--- config.mk ---
export PLATFORM = sky130hd
export DESIGN_NAME = sac_top
export DESIGN_NICKNAME = d
export VERILOG_FILES = /design/src/design/sac_pkg.sv /design/src/design/sac_seq_if.sv /design/src/design/sac_top.sv /design/src/design/sac_seq.sv
export SDC_FILE = /design/constraint.sdc
export NUM_CORES = 1
export LEC_CHECK = 0
export BUFFER_PORTS_ARGS = -buffer_cell sky130_fd_sc_hd__buf_2
export CAP_MARGIN = 20
export CORE_ASPECT_RATIO = 1.5
export CORE_MARGIN = 8
export CORE_UTILIZATION = 50
export CTS_BUF_LIST = sky130_fd_sc_hd__clkbuf_4
export CTS_CLUSTER_DIAMETER = 150
export CTS_CLUSTER_SIZE = 24
export DETAILED_ROUTE_END_ITERATION = 16
export PLACE_DENSITY_LB_ADDON = 0.3
export SLEW_MARGIN = 20
export SYNTH_ARGS = -nofsm -noshare
export SYNTH_HDL_FRONTEND = slang
export SYNTH_HIERARCHICAL = 1
export SYNTH_SLANG_ARGS = --single-unit
--- constraint.sdc ---
create_clock -name clk -period 3.17 [get_ports clk]
set_clock_uncertainty 0.05 [all_clocks]
set_input_delay 0.1585 -clock clk [delete_from_list [all_inputs] [get_ports clk]]
set_output_delay 0.1585 -clock clk [all_outputs]
set_load 0.01 [all_outputs]
--- src/design/sac_pkg.sv ---
// constants shared by the converter controller and its sequencer
// assumes APB byte addressing, 32-bit data, registers at index*4
package sac_pkg;
    // register indices; the byte address is four times the index
    localparam logic [9:0] IDX_PORT_DATA = 10'h000;
    localparam logic [9:0] IDX_PORT_DIR = 10'h001;
    localparam logic [9:0] IDX_CTRL = 10'h03C;
    localparam logic [9:0] IDX_RESULT = 10'h03E;
    localparam logic [9:0] IDX_CLKSEL = 10'h03F;
    // control/status fields
    localparam int CTRL_DONE_BIT = 7;
    localparam int CTRL_IRQ_BIT = 6;
    localparam int CTRL_REP_BIT = 5;
    localparam logic [7:0] CTRL_RESET = 8'h1F;
    localparam logic [4:0] CH_OFF = 5'h1F;
    // clock select field
    localparam int CLK_DIV_LSB = 5;
    localparam logic [2:0] CLKSEL_RESET = 3'h0;
    // sequencer timing in converter clock ticks, and the first trial code
    localparam logic [3:0] SAMPLE_LAST = 4'h7;
    localparam logic [3:0] CONV_LAST = 4'hF;
    localparam logic [7:0] TRIAL_FIRST = 8'h80;
    // port pins shared with the four channels
    localparam logic [5:0] CH_PIN_MASK [4] = '{6'h01, 6'h02, 6'h10, 6'h20};
    typedef enum logic [1:0] {
        SAC_IDLE = 2'b00,
        SAC_SAMPLE = 2'b01,
        SAC_RESOLVE = 2'b10
    } sac_state_e;
endpackage : sac_pkg

--- src/design/sac_seq_if.sv ---
// signals between the register front end and the sequencer
// assumes both ends run on the one bus clock
`timescale 1ns/1ps
interface sac_seq_if;
    logic tick;
    logic start;
    logic abort;
    logic cmp_high;
    logic started;
    logic done;
    logic busy;
    logic sampling;
    logic [7:0] trial;
    logic [7:0] result;
    modport ctrl (output tick, start, abort, cmp_high,
                  input started, done, busy, sampling, trial, result);
    modport seq (input tick, start, abort, cmp_high,
                 output started, done, busy, sampling, trial, result);
endinterface : sac_seq_if

--- src/design/sac_top.sv ---
// converter controller: APB registers, channel mux over port pins, prescaler
// assumes an APB master on clk; port pins arrive asynchronously
//
// Chosen here: the APB register port.
`timescale 1ns/1ps
module sac_top (
    input wire logic clk,
    input wire logic reset,
    input wire logic psel,
    input wire logic penable,
    input wire logic pwrite,
    input wire logic [11:0] paddr,
    input wire logic [31:0] pwdata,
    output logic [31:0] prdata,
    output logic pready,
    output logic pslverr,
    input wire logic [5:0] pin_in,
    output logic [5:0] pin_out,
    output logic [5:0] pin_oe,
    input wire logic cmp_high,
    output logic [7:0] dac_code,
    output logic sample_enable,
    output logic analog_power,
    output logic [4:0] mux_channel,
    input wire logic wait_mode,
    input wire logic stop_mode,
    output logic conv_irq,
    output logic wake_request
);
    // ****************************************************************
    // bus decode
    // ****************************************************************
    logic setup;
    logic access;
    logic [9:0] idx;
    logic mapped;
    logic wr_ctrl;
    logic wr_clk;
    logic wr_data;
    logic wr_dir;
    logic rd_result;

    assign setup = psel & ~penable;
    assign access = psel & penable;
    assign idx = paddr[11:2];
    assign mapped = (idx == sac_pkg::IDX_CTRL) || (idx == sac_pkg::IDX_RESULT) ||
                    (idx == sac_pkg::IDX_CLKSEL) || (idx == sac_pkg::IDX_PORT_DATA) ||
                    (idx == sac_pkg::IDX_PORT_DIR);
    assign wr_ctrl = access & pwrite & (idx == sac_pkg::IDX_CTRL);
    assign wr_clk = access & pwrite & (idx == sac_pkg::IDX_CLKSEL);
    assign wr_data = access & pwrite & (idx == sac_pkg::IDX_PORT_DATA);
    assign wr_dir = access & pwrite & (idx == sac_pkg::IDX_PORT_DIR);
    assign rd_result = access & ~pwrite & (idx == sac_pkg::IDX_RESULT);
    // zero wait states
    assign pready = 1'b1;
    assign pslverr = access & ~mapped;

    // ****************************************************************
    // control registers
    // ****************************************************************
    logic irq_en;
    logic repeat_conversion;
    logic [4:0] channel_select;
    logic [2:0] clock_divider_select;
    logic conv_done_flag;
    logic [7:0] result;
    logic conv_off;
    sac_seq_if sq ();

    always_ff @(posedge clk or posedge reset) begin
        if (reset) begin
            irq_en <= sac_pkg::CTRL_RESET[sac_pkg::CTRL_IRQ_BIT];
            repeat_conversion <= sac_pkg::CTRL_RESET[sac_pkg::CTRL_REP_BIT];
            channel_select <= sac_pkg::CTRL_RESET[4:0];
        end else if (wr_ctrl) begin
            irq_en <= pwdata[sac_pkg::CTRL_IRQ_BIT];
            repeat_conversion <= pwdata[sac_pkg::CTRL_REP_BIT];
            channel_select <= pwdata[4:0];
        end
    end

    always_ff @(posedge clk or posedge reset) begin
        if (reset) begin
            clock_divider_select <= sac_pkg::CLKSEL_RESET;
        end else if (wr_clk) begin
            clock_divider_select <= pwdata[sac_pkg::CLK_DIV_LSB +: 3];
        end
    end

    assign conv_off = (channel_select == sac_pkg::CH_OFF);
    assign mux_channel = channel_select;
    assign analog_power = ~conv_off & ~stop_mode;

    // ****************************************************************
    // converter clock prescaler
    // ****************************************************************
    logic [3:0] div_cnt;
    logic [3:0] div_limit;

    // limit is ratio minus one: 0, 1, 3, 7, or 15
    assign div_limit = clock_divider_select[2] ? 4'hF :
                       (4'h1 << clock_divider_select[1:0]) - 4'h1;
    assign sq.tick = (div_cnt >= div_limit) & ~stop_mode;

    always_ff @(posedge clk or posedge reset) begin
        if (reset) begin
            div_cnt <= 4'h0;
        end else if (stop_mode || sq.tick) begin
            div_cnt <= 4'h0;
        end else begin
            div_cnt <= div_cnt + 4'h1;
        end
    end

    // ****************************************************************
    // start, abort and low-power handling
    // ****************************************************************
    logic start_pending;

    // a control write restarts the engine unless it selects the off channel; the old result is not trusted
    assign sq.abort = wr_ctrl | stop_mode | conv_off;
    assign sq.start = (start_pending | repeat_conversion) & ~conv_off;
    // comparator is a latch strobed by clk, so no synchroniser here
    assign sq.cmp_high = cmp_high;

    always_ff @(posedge clk or posedge reset) begin
        if (reset) begin
            start_pending <= 1'b0;
        end else if (wr_ctrl) begin
            start_pending <= (pwdata[4:0] != sac_pkg::CH_OFF);
        end else if (stop_mode) begin
            // keep the request so the conversion runs again after stop
            start_pending <= start_pending | sq.busy;
        end else if (sq.started) begin
            start_pending <= 1'b0;
        end
    end

    sac_seq u_seq (
        .clk(clk),
        .reset(reset),
        .sq(sq)
    );

    assign dac_code = sq.trial;
    assign sample_enable = sq.sampling;

    // ****************************************************************
    // result, flag and interrupt
    // ****************************************************************
    always_ff @(posedge clk or posedge reset) begin
        if (reset) begin
            result <= 8'h00;
        end else if (sq.done) begin
            result <= sq.result;
        end
    end

    // set wins over the clearing read
    always_ff @(posedge clk or posedge reset) begin
        if (reset) begin
            conv_done_flag <= 1'b0;
        end else if (sq.done && !irq_en) begin
            conv_done_flag <= 1'b1;
        end else if (rd_result) begin
            conv_done_flag <= 1'b0;
        end
    end

    always_ff @(posedge clk or posedge reset) begin
        if (reset) begin
            conv_irq <= 1'b0;
        end else if (sq.done && irq_en) begin
            conv_irq <= 1'b1;
        end else if (rd_result || wr_ctrl) begin
            conv_irq <= 1'b0;
        end
    end

    // wait mode leaves the engine running
    assign wake_request = conv_irq & wait_mode;

    // ****************************************************************
    // port pins shared with the channels
    // ****************************************************************
    logic [5:0] port_data;
    logic [5:0] port_dir;
    logic [5:0] pin_sel;
    logic [5:0] pin_meta;
    logic [5:0] pin_sync;
    logic [5:0] port_read;

    assign pin_sel = (channel_select[4:2] == 3'h0) ? sac_pkg::CH_PIN_MASK[channel_select[1:0]] : 6'h00;

    always_ff @(posedge clk or posedge reset) begin
        if (reset) begin
            pin_meta <= 6'h00;
            pin_sync <= 6'h00;
        end else begin
            pin_meta <= pin_in;
            pin_sync <= pin_meta;
        end
    end

    always_ff @(posedge clk or posedge reset) begin
        if (reset) begin
            port_data <= 6'h00;
        end else if (wr_data) begin
            port_data <= (pwdata[5:0] & ~pin_sel) | (port_data & pin_sel);
        end
    end

    always_ff @(posedge clk or posedge reset) begin
        if (reset) begin
            port_dir <= 6'h00;
        end else if (wr_dir) begin
            port_dir <= (pwdata[5:0] & ~pin_sel) | (port_dir & pin_sel);
        end
    end

    assign pin_out = port_data;
    assign pin_oe = port_dir & ~pin_sel;

    for (genvar i = 0; i < 6; i++) begin : g_pin
        // a converter pin never reads its analog level
        assign port_read[i] = port_dir[i] ? port_data[i] :
                              (pin_sel[i] ? 1'b0 : pin_sync[i]);
    end

    // ****************************************************************
    // read data, captured in the setup cycle
    // ****************************************************************
    logic [7:0] read_byte;

    always_comb begin
        read_byte = 8'h00;
        case (idx)
            sac_pkg::IDX_CTRL: begin
                read_byte = {conv_done_flag & ~irq_en, irq_en, repeat_conversion,
                             channel_select};
            end
            sac_pkg::IDX_RESULT: begin
                read_byte = result;
            end
            sac_pkg::IDX_CLKSEL: begin
                read_byte = {clock_divider_select, 5'h00};
            end
            sac_pkg::IDX_PORT_DATA: begin
                read_byte = {2'h0, port_read};
            end
            sac_pkg::IDX_PORT_DIR: begin
                read_byte = {2'h0, port_dir};
            end
            default: begin
                read_byte = 8'h00;
            end
        endcase
    end

    always_ff @(posedge clk or posedge reset) begin
        if (reset) begin
            prdata <= 32'h0000_0000;
        end else if (setup && !pwrite) begin
            prdata <= {24'h00_0000, read_byte};
        end
    end

    // ****************************************************************
    // checks
    // ****************************************************************
    logic [3:0] tick_seen;

    always_ff @(posedge clk or posedge reset) begin
        if (reset) begin
            tick_seen <= 4'h0;
        end else if (sq.started) begin
            tick_seen <= {3'h0, sq.tick};
        end else if (sq.tick) begin
            tick_seen <= tick_seen + 4'h1;
        end
    end

    conv_len_a: assert property (@(posedge clk) disable iff (reset)
        sq.done |-> tick_seen == 4'hF)
        else $error("conversion did not take sixteen ticks");

    write_start_a: assert property (@(posedge clk) disable iff (reset || stop_mode)
        (wr_ctrl && pwdata[4:0] != sac_pkg::CH_OFF) |-> ##[1:17] sq.started)
        else $error("control write did not start a conversion");

    repeat_run_a: assert property (@(posedge clk) disable iff (reset || stop_mode)
        (sq.done && repeat_conversion && !conv_off && !wr_ctrl) |-> ##[1:17] sq.started)
        else $error("continuous mode did not restart");

    single_idle_a: assert property (@(posedge clk) disable iff (reset)
        (sq.done && !repeat_conversion) |=> !sq.busy)
        else $error("single mode kept converting");

    result_load_a: assert property (@(posedge clk) disable iff (reset)
        sq.done |=> result == $past(sq.result))
        else $error("result not loaded at end of conversion");

    flag_hold_a: assert property (@(posedge clk) disable iff (reset)
        (conv_done_flag && !rd_result) |=> conv_done_flag)
        else $error("done flag dropped without a result read");

    flag_set_a: assert property (@(posedge clk) disable iff (reset)
        (sq.done && !irq_en) |=> conv_done_flag && !conv_irq)
        else $error("done flag not set");

    irq_flag_a: assert property (@(posedge clk) disable iff (reset)
        (setup && !pwrite && idx == sac_pkg::IDX_CTRL && irq_en) |=> !prdata[7])
        else $error("done flag visible with interrupts on");

    irq_clear_a: assert property (@(posedge clk) disable iff (reset)
        ((rd_result || wr_ctrl) && !sq.done) |=> !conv_irq)
        else $error("interrupt not cleared");

    pin_keep_a: assert property (@(posedge clk) disable iff (reset)
        (wr_data || wr_dir) |=> ((port_data ^ $past(port_data)) & pin_sel) == 6'h00 &&
            ((port_dir ^ $past(port_dir)) & pin_sel) == 6'h00)
        else $error("write changed the converter pin");

    pin_float_a: assert property (@(posedge clk) disable iff (reset)
        (pin_oe & pin_sel) == 6'h00)
        else $error("converter pin driven");

    pin_read_a: assert property (@(posedge clk) disable iff (reset)
        (setup && !pwrite && idx == sac_pkg::IDX_PORT_DATA) |=>
            (prdata[5:0] & $past(pin_sel)) == $past(port_data & port_dir & pin_sel))
        else $error("converter pin read wrong");

    stop_abort_a: assert property (@(posedge clk) disable iff (reset)
        stop_mode |-> !sq.tick ##1 !sq.busy)
        else $error("engine ran in stop mode");

    power_off_a: assert property (@(posedge clk) disable iff (reset)
        conv_off |-> !analog_power ##1 !sq.busy)
        else $error("engine ran with channel off");

    irq_done_c: cover property (@(posedge clk) disable iff (reset)
        sq.done && irq_en);
    repeat_c: cover property (@(posedge clk) disable iff (reset)
        sq.done && repeat_conversion ##[1:300] sq.done);
    stop_c: cover property (@(posedge clk) disable iff (reset)
        sq.busy ##1 stop_mode);
    flag_read_c: cover property (@(posedge clk) disable iff (reset)
        conv_done_flag && rd_result);
endmodule : sac_top

--- src/design/sac_seq.sv ---
// successive approximation sequencer, sixteen converter ticks per result
// assumes tick is a one-cycle enable and cmp_high is on clk
`timescale 1ns/1ps
module sac_seq (
    input wire logic clk,
    input wire logic reset,
    sac_seq_if.seq sq
);
    sac_pkg::sac_state_e state;
    logic [3:0] count;
    logic [7:0] mask;
    logic [7:0] kept;

    // clear the trial bit when the input is below the trial level
    assign kept = sq.cmp_high ? sq.trial : (sq.trial & ~mask);
    assign sq.busy = (state != sac_pkg::SAC_IDLE);
    assign sq.sampling = (state == sac_pkg::SAC_SAMPLE);

    always_ff @(posedge clk or posedge reset) begin
        if (reset) begin
            state <= sac_pkg::SAC_IDLE;
            count <= 4'h0;
            mask <= 8'h00;
            sq.trial <= 8'h00;
            sq.result <= 8'h00;
            sq.started <= 1'b0;
            sq.done <= 1'b0;
        end else begin
            sq.started <= 1'b0;
            sq.done <= 1'b0;
            if (sq.abort) begin
                state <= sac_pkg::SAC_IDLE;
                count <= 4'h0;
            end else if (sq.tick) begin
                case (state)
                    sac_pkg::SAC_IDLE: begin
                        if (sq.start) begin
                            state <= sac_pkg::SAC_SAMPLE;
                            count <= 4'h1;
                            mask <= sac_pkg::TRIAL_FIRST;
                            sq.trial <= sac_pkg::TRIAL_FIRST;
                            sq.started <= 1'b1;
                        end
                    end
                    sac_pkg::SAC_SAMPLE: begin
                        count <= count + 4'h1;
                        if (count == sac_pkg::SAMPLE_LAST) begin
                            state <= sac_pkg::SAC_RESOLVE;
                        end
                    end
                    sac_pkg::SAC_RESOLVE: begin
                        // msb first, one bit per tick
                        count <= count + 4'h1;
                        mask <= mask >> 1;
                        sq.trial <= kept | (mask >> 1);
                        if (count == sac_pkg::CONV_LAST) begin
                            state <= sac_pkg::SAC_IDLE;
                            sq.result <= kept;
                            sq.done <= 1'b1;
                        end
                    end
                    default: begin
                        state <= sac_pkg::SAC_IDLE;
                    end
                endcase
            end
        end
    end
endmodule : sac_seq

# Word-level counts from Yosys, hierarchy flattened
# Index checks and enable logic that the tools add are counted.
[classes] add_sub_neg=3 magnitude_cmp=2 eq_ne=14 n_shift=1 n_mux=48 bitwise=37 n_reduce_logical=26
[op_table] operator="$pmux W8 S5" count=1
[op_table] operator="$pmux W8 S2" count=2
[op_table] operator="$eq A10 B6 Y1 const B" count=3
[op_table] operator="$mux W1" count=27
[op_table] operator="$and A6 B6 Y6" count=4
[op_table] operator="$mux W4" count=5
[op_table] operator="$mux W6" count=3
[op_table] operator="$mux W8" count=2
[op_table] operator="$and A1 B1 Y1" count=15
[op_table] operator="$bmux W6 S2" count=1
[op_table] operator="$or A6 B6 Y6" count=2
[op_table] operator="$reduce_and A4 Y1" count=3
[op_table] operator="$eq A10 B1 Y1 const B" count=1
[op_table] operator="$logic_not A10 Y1" count=1
[op_table] operator="$mux W2" count=5
[op_table] operator="$reduce_bool A2 Y1" count=5
[op_table] operator="$add A4 B1 Y4 const B" count=2
[op_table] operator="$and A8 B8 Y8" count=1
[op_table] operator="$not A8 Y8" count=1
[op_table] operator="$or A8 B7 Y8" count=1
[op_table] operator="$pmux W4 S2" count=1
[op_table] operator="$not A1 Y1" count=7
[op_table] operator="$logic_or A1 B1 Y1" count=6
[op_table] operator="$not A6 Y6" count=1
[op_table] operator="24 further kinds" count=31
[word_totals] register_bits=89 inputBits=58 elab_cells=152

# Logic depth before layout (Yosys ltp)
# Gate-level depths: netlist (run 1).
[logic_depth] word_depth=8 depth_mapped=12 ltp_nobuf=11

# By module
# The synthesis (run 1) kept the hierarchy.
[by_module_without_submodules] module="sac_top" instances=1 cells_each=274 area_per_inst_um2=2922.8
[by_module_without_submodules] module="sac_seq" instances=1 cells_each=131 area_per_inst_um2=1488.9

# Worst setup path before layout (run 1)
# OpenSTA, ideal clock, no wires.
[synth_path] path_kind="reg2reg" startpoint="reg clock_divider_select[0]" endpoint="reg u_seq.sq.result[0]" t_arrival_ps=2690 t_required_ps=2995 setup_slack_ps=306 path_stages_with_launch=12 path_buffers=1 path_cell_list="dfrtp_1 -> or3_1 -> ha_1 -> inv_1 -> a21boi_0 -> o21ai_0 -> a21oi_1 -> nor2b_1 -> nor2b_4 -> and3_4 -> buf_6 -> mux2_2"
[synth_via] elab_chain_cells=6
[synth_rtl] item="start: declaration" line_no="sac_top.sv:64" text="logic [2:0] clock_divider_select;"
[synth_rtl] item="start signal: assignment" line_no="sac_top.sv:84" text="clock_divider_select <= sac_pkg::CLKSEL_RESET;"
[synth_rtl] item="start signal: assignment" line_no="sac_top.sv:86" text="clock_divider_select <= pwdata[sac_pkg::CLK_DIV_LSB +: 3];"
[synth_rtl] item="$shl A1 B2 Y4" line_no="sac_top.sv:102" text="(4'h1 << clock_divider_select[1:0]) - 4'h1;"
[synth_rtl] item="$sub A4 B1 Y4" line_no="sac_top.sv:102"
[synth_rtl] item="$mux W4" line_no="sac_top.sv:101" text="assign div_limit = clock_divider_select[2] ? 4'hF :"
[synth_rtl] item="$ge A4 B4 Y1" line_no="sac_top.sv:103" text="assign sq.tick = (div_cnt >= div_limit) & ~stop_mode;"
[synth_rtl] item="$and A1 B1 Y1" line_no="sac_top.sv:103"
[synth_rtl] item="named net sq.tick" line_no="sac_seq_if.sv:5" text="logic tick;"
[synth_rtl] item="$reduce_and A4 Y1 (no line)"
[synth_rtl] item="end signal: assignment" line_no="sac_seq.sv:58" text="sq.result <= kept;"
[synth_rtl] item="end: declaration" line_no="sac_seq_if.sv:18" text="output started, done, busy, sampling, trial, result);"
# The timed path passes the listed nets, and every way through them passes these cells.
# A chain may end at the register's enable or synchronous reset.

# Final worst setup path (run 1)
[layout_path] startpoint="reg clock_divider_select[0]" endpoint="reg u_seq.sq.result[4]"
# The elaborated chain is that of the path after synthesis.

==> results of run 1 <==
## critical path, cell delays in order (launching register included)
cell	delay, ps
dfrtp_1	430
or3_1	380
ha_1	280
inv_1	40
a21boi_0	150
o21ai_0	100
a21oi_1	320
nor2b_1	220
nor2b_4	220
and3_4	290
mux2_2	340
## registers in the layout, indices dropped and copies added (netlist names), 3 cells and up, named ones only
signal,cells
u_seq/sq.trial,8
div_cnt,4
mux_channel,5
u_seq/mask,8
u_seq/sq.result,8
u_seq/count,4
pin_meta,6
prdata,8
pin_sync,6
result,8
clock_divider_select,3
## final cells by class
cell class	count	share of cell area, %
antenna	1	0.04906
sequential	89	43.78
clock buffer	9	1.325
tap	110	2.698
multi-input combinational	289	38.56
inverter	15	1.104
clock inverter	7	1.987
timing repair buffer	89	10.50
## report_power, final
part           internal [mW]  switching, mW  total [mW]
clock                  0.328          0.405       0.733
sequential              1.16         0.0142        1.17
combinational         0.0646          0.112       0.176
## repair_timing
item | CTS | global route
hold endpoints to repair | 90 | 0
endpoints found under the setup margin | 0 | 1
hold buffers | 16 | 0
resized for setup | 0 | 1
## kinds of logic after synthesis
logic type / Yosys count / synth area share [%]
fa+ha+maj: 10 / 2.836
buf+inv: 50 / 6.806
mux: 44 / 11.46
compound gates: 74 / 11.29
other cells: 2 / 0.1702
xor+xnor: 2 / 0.3971
simple gates: 134 / 16.42
flops: 89 / 50.62
## layer usage
metal,GRT usage (%),up-vias
li1,-,1573
met1,18.61,1621
met2,30.11,112
met3,4.231,22
met4,10.00,0
met5,0,-
## layout by cell type, fill, tap and decap left out, drive strengths merged, types with 5 or more instances in the layout
| cell | n |
|---|---|
| dfrtp | 84 |
| nor2b | 5 |
| and3 | 6 |
| dlygate4sd3 | 16 |
| nand2 | 44 |
| nor3 | 9 |
| nand4 | 6 |
| ha | 10 |
| a21boi | 8 |
| a21oi | 10 |
| buf | 73 |
| dfstp | 5 |
| o21ai | 25 |
| a22o | 11 |
| inv | 18 |
| nand3 | 10 |
| mux2 | 43 |
| clkbuf | 9 |
| conb | 25 |
| nor2 | 29 |
## through the flow
| stage | area, um^2 | hold slack, ps |
|---|---|---|
| 6_report | 5101 | 74.88 |
| 5_1_grt | 5101 | 39.11 |
| 4_1_cts | 5096 | 18.67 |
| 3_5_place_dp | 4767 | 218.3 |
| 3_3_place_gp | 4767 | 216.6 |
| 2_1_floorplan | 4498 | 139.9 |
## final timing paths
check,cells after the start,slack (ps),to,start
setup / recovery,10,240,u_seq/sq.result[4],clock_divider_select[0]
hold / removal,4,70,prdata[3],paddr[9]
setup reg to reg,10,240,u_seq/sq.result[4],clock_divider_select[0]
hold reg to reg,0,320,pin_sync[4],pin_meta[4]
max in group asynchronous,4,1970,result[3],reset
min in group asynchronous,3,300,pin_meta[1],reset
==> out/summary.txt, run 1 <==
Via count: 3328
Post-synth top area cell: dfrtp_1
RSZ-0062 raised after global routing: false
Fin. Hold Viols: 0
Core ar.: 8723 um^2
Row count: 42
Setup ws final: 243.5 ps
Area added between synthesis and finish: 15.63%
Worst-path clk slew: 150 ps
Peak VDD IR: 202.0 uV
Reg area: 2233 um^2
TritonCTS clock tree: built
Layout cell share with drive strength beyond 1: 30.32%
Drt first pass iters: 4
Async SR Flop Fraction: 100.0%
Final setup vio count: 0
Detail-routed via count per cell: 5.465
Number of routed nets with antenna violations: 0
Main synth FF type: dfrtp_1
YS warnings: 6
Seq cells post-synth: 89
Fmax: 341.7 MHz
Slew Limit Fails: 0
Leakage: 2.567 nW
Met3 WL: 688 um
Yosys cell types: 66
Top cell type's share of synthesized area: 47.65%
Slew @ Worst Pin: 648.7 ps
Slew headroom: 56.69%
Post-Route Setup TNS: 0 ps
Total grt overflow: 0
Hold WC Path Type: in -> reg
Area contributors post-synth: dfrtp_1 48%, mux2_2 9.4%, buf_4 4.6%
Placed Cells incl. Taps: 576
GPL Wtd Cong: 0.9462
GRT Resource Usage Total: 17.24%
Met2 wire length: 5290 um
Post-synthesis sequential area ratio: 50.62%
Total Nets Final: 561
Total power: 2.084 mW
Synth Cell Area: 4412 um^2
Cts bufs inserted: 9
Worst-path fanout max: 10
DRC violation count after routing: 0
Later-pin clock latency in the skew report: 440 ps
Most frequent cell after synthesis: dfrtp_1
Die area: 12150 um^2
CTS sink cnt: 89
Worst setup SP type: register
Vias in the first global route: 3401
Crit path kind: reg -> reg
Die width: 92.70 um
Wl on met1: 3914 um
Port bufs: 69
Post-synth top cells: 84 x dfrtp_1, 43 x nand2_1, 37 x mux2_2
Initial antenna violation count: 1
MaxCap Viol Count: 0
Htree depth: 3
Critical Path RT: 3450 ps
Status: complete, no violations
Highest routed layer: met4
Final std cells w/o fill: 609
Setup bufs post-CTS: 0
Final core utilization: 58.48%
Power density over the cells: 408.5 nW/um^2
Number of enable flip-flop cells after synthesis: 0
Initial DRC count: 127
Setup crit end kind: register
IO Pins: 121
WL final: 10200 um
Multi-input gate area: 1967 um^2
Cell count after synthesis: 405
Largest net degree at the start of global routing: 33
Clock buffer depth: 2
Pre-CTS setup slack: 244.7 ps
Worst Path Arrival: 3210 ps
Fillers: 784
Starting Density: 50.57%
Die Ht: 131.0 um
First-pass GRT wire length: 16430 um
Post-Syn Area per Cell: 10.89 um^2
Clk root buf: clkbuf_4
Final Cycle Share: 92.32%
Post-layout minimum cycle time: 2927 ps
HPWL Detailed: 7937 um
Wire per inst: 16.75 um
No activity file was read; power rests on OpenSTA's default activity.
==> run 2: changes to the inputs <==
--- a/config.mk
+++ b/config.mk
@@ -9,7 +9,7 @@
 export CAP_MARGIN = 20
 export CORE_ASPECT_RATIO = 1.5
 export CORE_MARGIN = 8
-export CORE_UTILIZATION = 50
+export CORE_UTILIZATION = 45
 export CTS_BUF_LIST = sky130_fd_sc_hd__clkbuf_4
 export CTS_CLUSTER_DIAMETER = 150
 export CTS_CLUSTER_SIZE = 24
==> run 2 against run 1 <==
Compared with the run above: combinational power barely moved; largest cell class unchanged; critical path depth did not move; core utilization fell by 5.1 points; sequential share of layout area fell by 0.37 points; wire length barely moved; largest power group unchanged; via count rose by 0.15%; hold slack got worse by 6.5 ps; non-clock buffer count rose by 3; power rose by 2.5%; maximum frequency rose by 0.63%.
==> out/summary.txt, run 2 (synthesized netlist as in run 1, its figures left out) <==
Total grt overflow: 0 (unchanged)
Row count: 44 (+4.8%)
Vias in the first global route: 3394 (-0.21%)
Initial antenna violation count: 0 (-1)
Final setup vio count: 0 (unchanged)
WL final: 10200 um (about the same)
Initial DRC count: 188 (+48%)
GRT Resource Usage Total: 15.31% (-1.9 points)
Number of routed nets with antenna violations: 0 (unchanged)
Fmax: 343.8 MHz (+0.63%)
Post-layout minimum cycle time: 2908 ps (-18.20 ps)
Via count: 3333 (+0.15%)
Htree depth: 3 (unchanged)
Die Ht: 137.3 um (+4.7%)
Slew @ Worst Pin: 658.9 ps (+10.26 ps)
Largest net degree at the start of global routing: 33 (unchanged)
Worst-path clk slew: 130 ps (-20 ps)
Slew Limit Fails: 0 (unchanged)
First-pass GRT wire length: 16730 um (+1.9%)
Clock buffer depth: 2 (unchanged)
MaxCap Viol Count: 0 (unchanged)
Crit path kind: reg -> reg
Critical Path RT: 3440 ps (about the same)
Worst Path Arrival: 3180 ps (-30 ps)
Hold WC Path Type: in -> reg
Final Cycle Share: 91.75% (-0.57 points)
Die area: 13290 um^2 (+9.4%)
Core ar.: 9634 um^2 (+10%)
Wire per inst: 16.55 um (-1.2%)
DRC violation count after routing: 0 (unchanged)
Setup crit end kind: register
RSZ-0062 raised after global routing: false
Detail-routed via count per cell: 5.411 (-0.99%)
CTS sink cnt: 89 (unchanged)
IO Pins: 121 (unchanged)
Fin. Hold Viols: 0 (unchanged)
GPL Wtd Cong: 0.9277 (-2.0%)
Power density over the cells: 415.1 nW/um^2 (+1.6%)
Peak VDD IR: 223.7 uV (+11%)
HPWL Detailed: 7851 um (-1.1%)
Later-pin clock latency in the skew report: 430 ps (about the same)
Total Nets Final: 564 (+0.53%)
Leakage: 2.593 nW (+1.0%)
Area added between synthesis and finish: 16.62%
Slew headroom: 56.01% (-0.69 points)
Drt first pass iters: 4 (unchanged)
Layout cell share with drive strength beyond 1: 30.94% (+0.62 points)
Worst-path fanout max: 10 (unchanged)
Clk root buf: clkbuf_4
Total power: 2.135 mW (+2.5%)
Cts bufs inserted: 9 (unchanged)
Status: complete, no violations
Leading cell type in the layout, fill and taps excluded: dfrtp_1
Worst setup SP type: register
Number of inserted diodes: 0 (-1)
Die width: 96.85 um (+4.5%)
TritonCTS clock tree: built
Post-Route Setup TNS: 0 ps (unchanged)
Starting Density: 45.79% (-4.8 points)
Port bufs: 69 (unchanged)
Most frequent cells in the layout: 84 x dfrtp_1, 69 x buf_2, 42 x nand2_1, 37 x mux2_2, 29 x nor2_1
[run 2: cell types whose count changed in the layout (fill, tap and decap cells not counted)]
cell	delta
buf_4	+3
bufinv_16	+1
a21oi_1	-1
clkinvlp_4	-1
clkbuf_4	+1
clkinv_2	+2
inv_6	-3
diode_2	-1
a21oi_2	+1
[run 2: routing by layer]
layer  up-vias  share of wire (%)  track usage [%]
met3        29                6.4            3.765
met4         0                3.1            8.240
li1       1577                  -                -
met2       132                 51            26.04
met5         -                  0                0
met1      1595                 39            17.44
[run 2: worst max-delay path, cell delays in order, from the launching register on]
cell,delay (ps)
dfrtp_1,430
or3_1,380
ha_1,280
inv_1,30
a21boi_0,140
o21ai_0,130
a21oi_2,250
nor2b_1,230
nor2b_4,230
and3_4,290
mux2_2,350
[run 2: layout make-up]
cell class	instances	area, um^2
inverters	15	56.30
multi-input cells	289	1971
well taps	115	143.9
flip-flops and latches	89	2233
fillers	880	4489
repair buffers	92	558.0
clock inverters	6	107.6
clock buffers	10	75.07
[run 2: stage by stage]
step / hold slack (ps) / setup slack (ps) / utilization [%] / cells / area [um^2]
2_1_floorplan: 139.9 / 305.7 / - / 428 / 4498
3_3_place_gp: 217.0 / 258.3 / 49.55 / 581 / 4773
3_5_place_dp: 218.2 / 177.5 / 49.55 / 581 / 4773
4_1_cts: 43.86 / 163.6 / 53.10 / 613 / 5116
5_1_grt: 85.10 / 1.946 / 53.40 / 616 / 5145
6_report: 68.38 / 261.7 / 53.40 / 616 / 5145
[run 2: worst paths after layout]
check	start	end	slack (ps)	cells after the start
worst max-delay path	clock_divider_select[0]	u_seq/sq.result[5]	260	10
worst min-delay path	paddr[8]	prdata[3]	70	4
worst max register to register	clock_divider_select[0]	u_seq/sq.result[5]	260	10
worst min register to register	pin_meta[3]	pin_sync[3]	320	0
max in group asynchronous	reset	mux_channel[2]	1920	4
min in group asynchronous	reset	u_seq/sq.result[2]	300	4
[run 2: timing repair]
| item | 4_1_cts | 5_1_grt |
|---|---|---|
| setup buffers | 0 | 3 |
| endpoints found under the hold margin | 92 | 0 |
| hold buffers | 16 | 0 |
| endpoints found under the setup margin | 0 | 23 |
| gates resized for setup | 0 | 2 |
[run 2: report_power, final]
group | internal (mW) | switching [mW]
logic | 0.0655 | 0.112
clock network | 0.406 | 0.377
registers | 1.16 | 0.0153
total | 1.63 | 0.504
==> run 3: changes to the inputs <==
==> constraint.sdc (replaced) <==
create_clock -name clk -period 3.4 [get_ports clk]
set_clock_uncertainty 0.05 [all_clocks]
set_input_delay 0.17 -clock clk [delete_from_list [all_inputs] [get_ports clk]]
set_output_delay 0.17 -clock clk [all_outputs]
set_load 0.01 [all_outputs]
==> run 3 against run 2 <==
Compared with the run above: combinational power fell by 7%; sequential share of layout area rose by 0.50 points; maximum frequency fell by 0.79%; critical endpoint is now u_seq/sq.trial[7]; via count fell by 1.7%; largest cell class unchanged.
==> out/summary.txt, run 3 (synthesized netlist as in run 1, its figures left out) <==
Reg2reg path depth: 11 (+1)
Worst setup SP type: register
First-pass GRT wire length: 16660 um (-0.45%)
Die Ht: 137.3 um (unchanged)
Reg power frac: 58.8% (+3.8 points)
Core ar.: 9634 um^2 (unchanged)
DRC violation count after routing: 0 (unchanged)
Leading cell type in the layout, fill and taps excluded: dfrtp_1
Detail-routed via count per cell: 5.334 (-1.4%)
Hold Slack: 43.13 ps (-25.25 ps)
Total grt overflow: 0 (unchanged)
Layout cell share with drive strength beyond 1: 29.86% (-1.1 points)
Port bufs: 69 (unchanged)
Cts bufs inserted: 9 (unchanged)
Setup bufs post-CTS: 0 (unchanged)
Worst-path fanout max: 16 (+6)
Later-pin clock latency in the skew report: 460 ps (+30 ps)
Final std cells w/o fill: 614 (-0.32%)
Area added between synthesis and finish: 15.29%
Initial antenna violation count: 0 (unchanged)
Vias in the first global route: 3338 (-1.6%)
Largest net degree at the start of global routing: 40 (+21%)
Post-CTS Hold Buffers: 17 (+1)
Slew Limit Fails: 0 (unchanged)
Setup ws final: 468.4 ps (+206.7 ps)
GRT Resource Usage Total: 15.41% (+0.098 points)
Power density over the cells: 366.8 nW/um^2 (-12%)
Leakage: 2.561 nW (-1.2%)
IO Pins: 121 (unchanged)
Most frequent cells in the layout: 84 x dfrtp_1, 69 x buf_2, 43 x nand2_1, 37 x mux2_2, 29 x nor2_1
Pre-CTS setup slack: 448.4 ps (+270.8 ps)
Fmax: 341.1 MHz (-0.79%)
Critical Path RT: 3700 ps (+260 ps)
Slew @ Worst Pin: 817.7 ps (+158.8 ps)
Number of routed nets with antenna violations: 0 (unchanged)
Htree depth: 3 (unchanged)
CTS resizes: 0 (unchanged)
GPL Wtd Cong: 0.9217 (-0.65%)
Clk pwr share: 32.4% (-4.2 points)
Clock buffer depth: 2 (unchanged)
Hold WC Path Type: in -> reg
Hold Path Stages: 4 (unchanged)
Worst-path clk slew: 150 ps (+20 ps)
Power Internal: 1.379 mW (-15%)
HPWL Detailed: 7829 um (-0.28%)
Sw Share: 26.08% (+2.5 points)
Number of inserted diodes: 0 (unchanged)
Initial DRC count: 142 (-24%)
Wire per inst: 16.57 um (+0.13%)
MaxCap Viol Count: 0 (unchanged)
Post-layout minimum cycle time: 2932 ps (+23.25 ps)
Slew headroom: 45.41% (-11 points)
Die width: 96.85 um (unchanged)
Clk root buf: clkbuf_4
Part of the power in combinational logic: 8.9% (+0.6 points)
Crit path kind: reg -> reg
TritonCTS clock tree: built
Final core utilization: 52.79% (-0.61 points)
Row count: 44 (unchanged)
RSZ-0062 raised after global routing: false
Total Nets Final: 562 (-0.35%)
Die area: 13290 um^2 (unchanged)
Starting Density: 45.79% (unchanged)
Fin. Hold Viols: 0 (unchanged)
Drt first pass iters: 4 (unchanged)
NetSw: 0.4866 mW (-3.5%)
Setup crit end kind: register
Placed Cells incl. Taps: 581 (unchanged)
Via count: 3275 (-1.7%)
Status: complete, no violations
Post-Route Setup TNS: 0 ps (unchanged)
Peak VDD IR: 286.9 uV (+28%)
CTS sink cnt: 89 (unchanged)
Final Cycle Share: 86.22% (-5.5 points)
Final setup vio count: 0 (unchanged)
Worst Path Arrival: 3230 ps (+50 ps)
WL final: 10180 um (-0.20%)
## run 3: worst paths after layout
kind                                               from                end  slack [ps]
worst max-delay path            clock_divider_select[0]  u_seq/sq.trial[7]         470
worst min-delay path                           paddr[9]          prdata[3]          40
worst max register to register  clock_divider_select[0]  u_seq/sq.trial[7]         470
worst min register to register              pin_meta[5]        pin_sync[5]         310
max in group asynchronous                         reset         div_cnt[3]        2160
min in group asynchronous                         reset  u_seq/sq.trial[3]         280
## run 3: area by class of cell
type                       count  area [um^2]
inverter                      15        56.30
clock inverter                 6        67.56
fill                         863         4548
sequential                    89         2233
timing repair buffer          90        545.5
tap                          115        143.9
clock buffer                  10        75.07
multi-input combinational    289         1964
## run 3: worst max-delay path, stage by stage (launching register included)
cell      delay (ps)
dfrtp_1          440
or3_1            390
ha_1             280
inv_1             30
a21boi_0         120
o21ai_0          100
a21oi_1          310
nor2b_1          230
nor2b_4          210
nand2_1          320
o21ai_0          250
o21ai_0          110
## run 3: routing by layer
layer	wire length, um	vias up	track usage (%)
li1	-	1570	-
met3	670	25	3.715
met2	5140	119	25.58
met1	4018	1561	17.53
met5	0	-	0
met4	346	0	9.871
## run 3: power by group through the flow
stage                     Sequential [mW]  Clock, mW  Combinational [mW]
after floorplan                      1.12          0               0.103
after global placement               1.12          0               0.148
after detailed placement             1.12          0               0.150
after CTS                            1.10      0.629               0.166
after global routing                 1.10      0.661               0.185
final                                1.10      0.604               0.165
## run 3: stage by stage
stage | total power, mW | cell area, um^2
floorplan | 1.220 | 4498
CTS | 1.892 | 5086
global route | 1.946 | 5086
global placement | 1.263 | 4773
finish | 1.866 | 5086
detailed placement | 1.267 | 4773
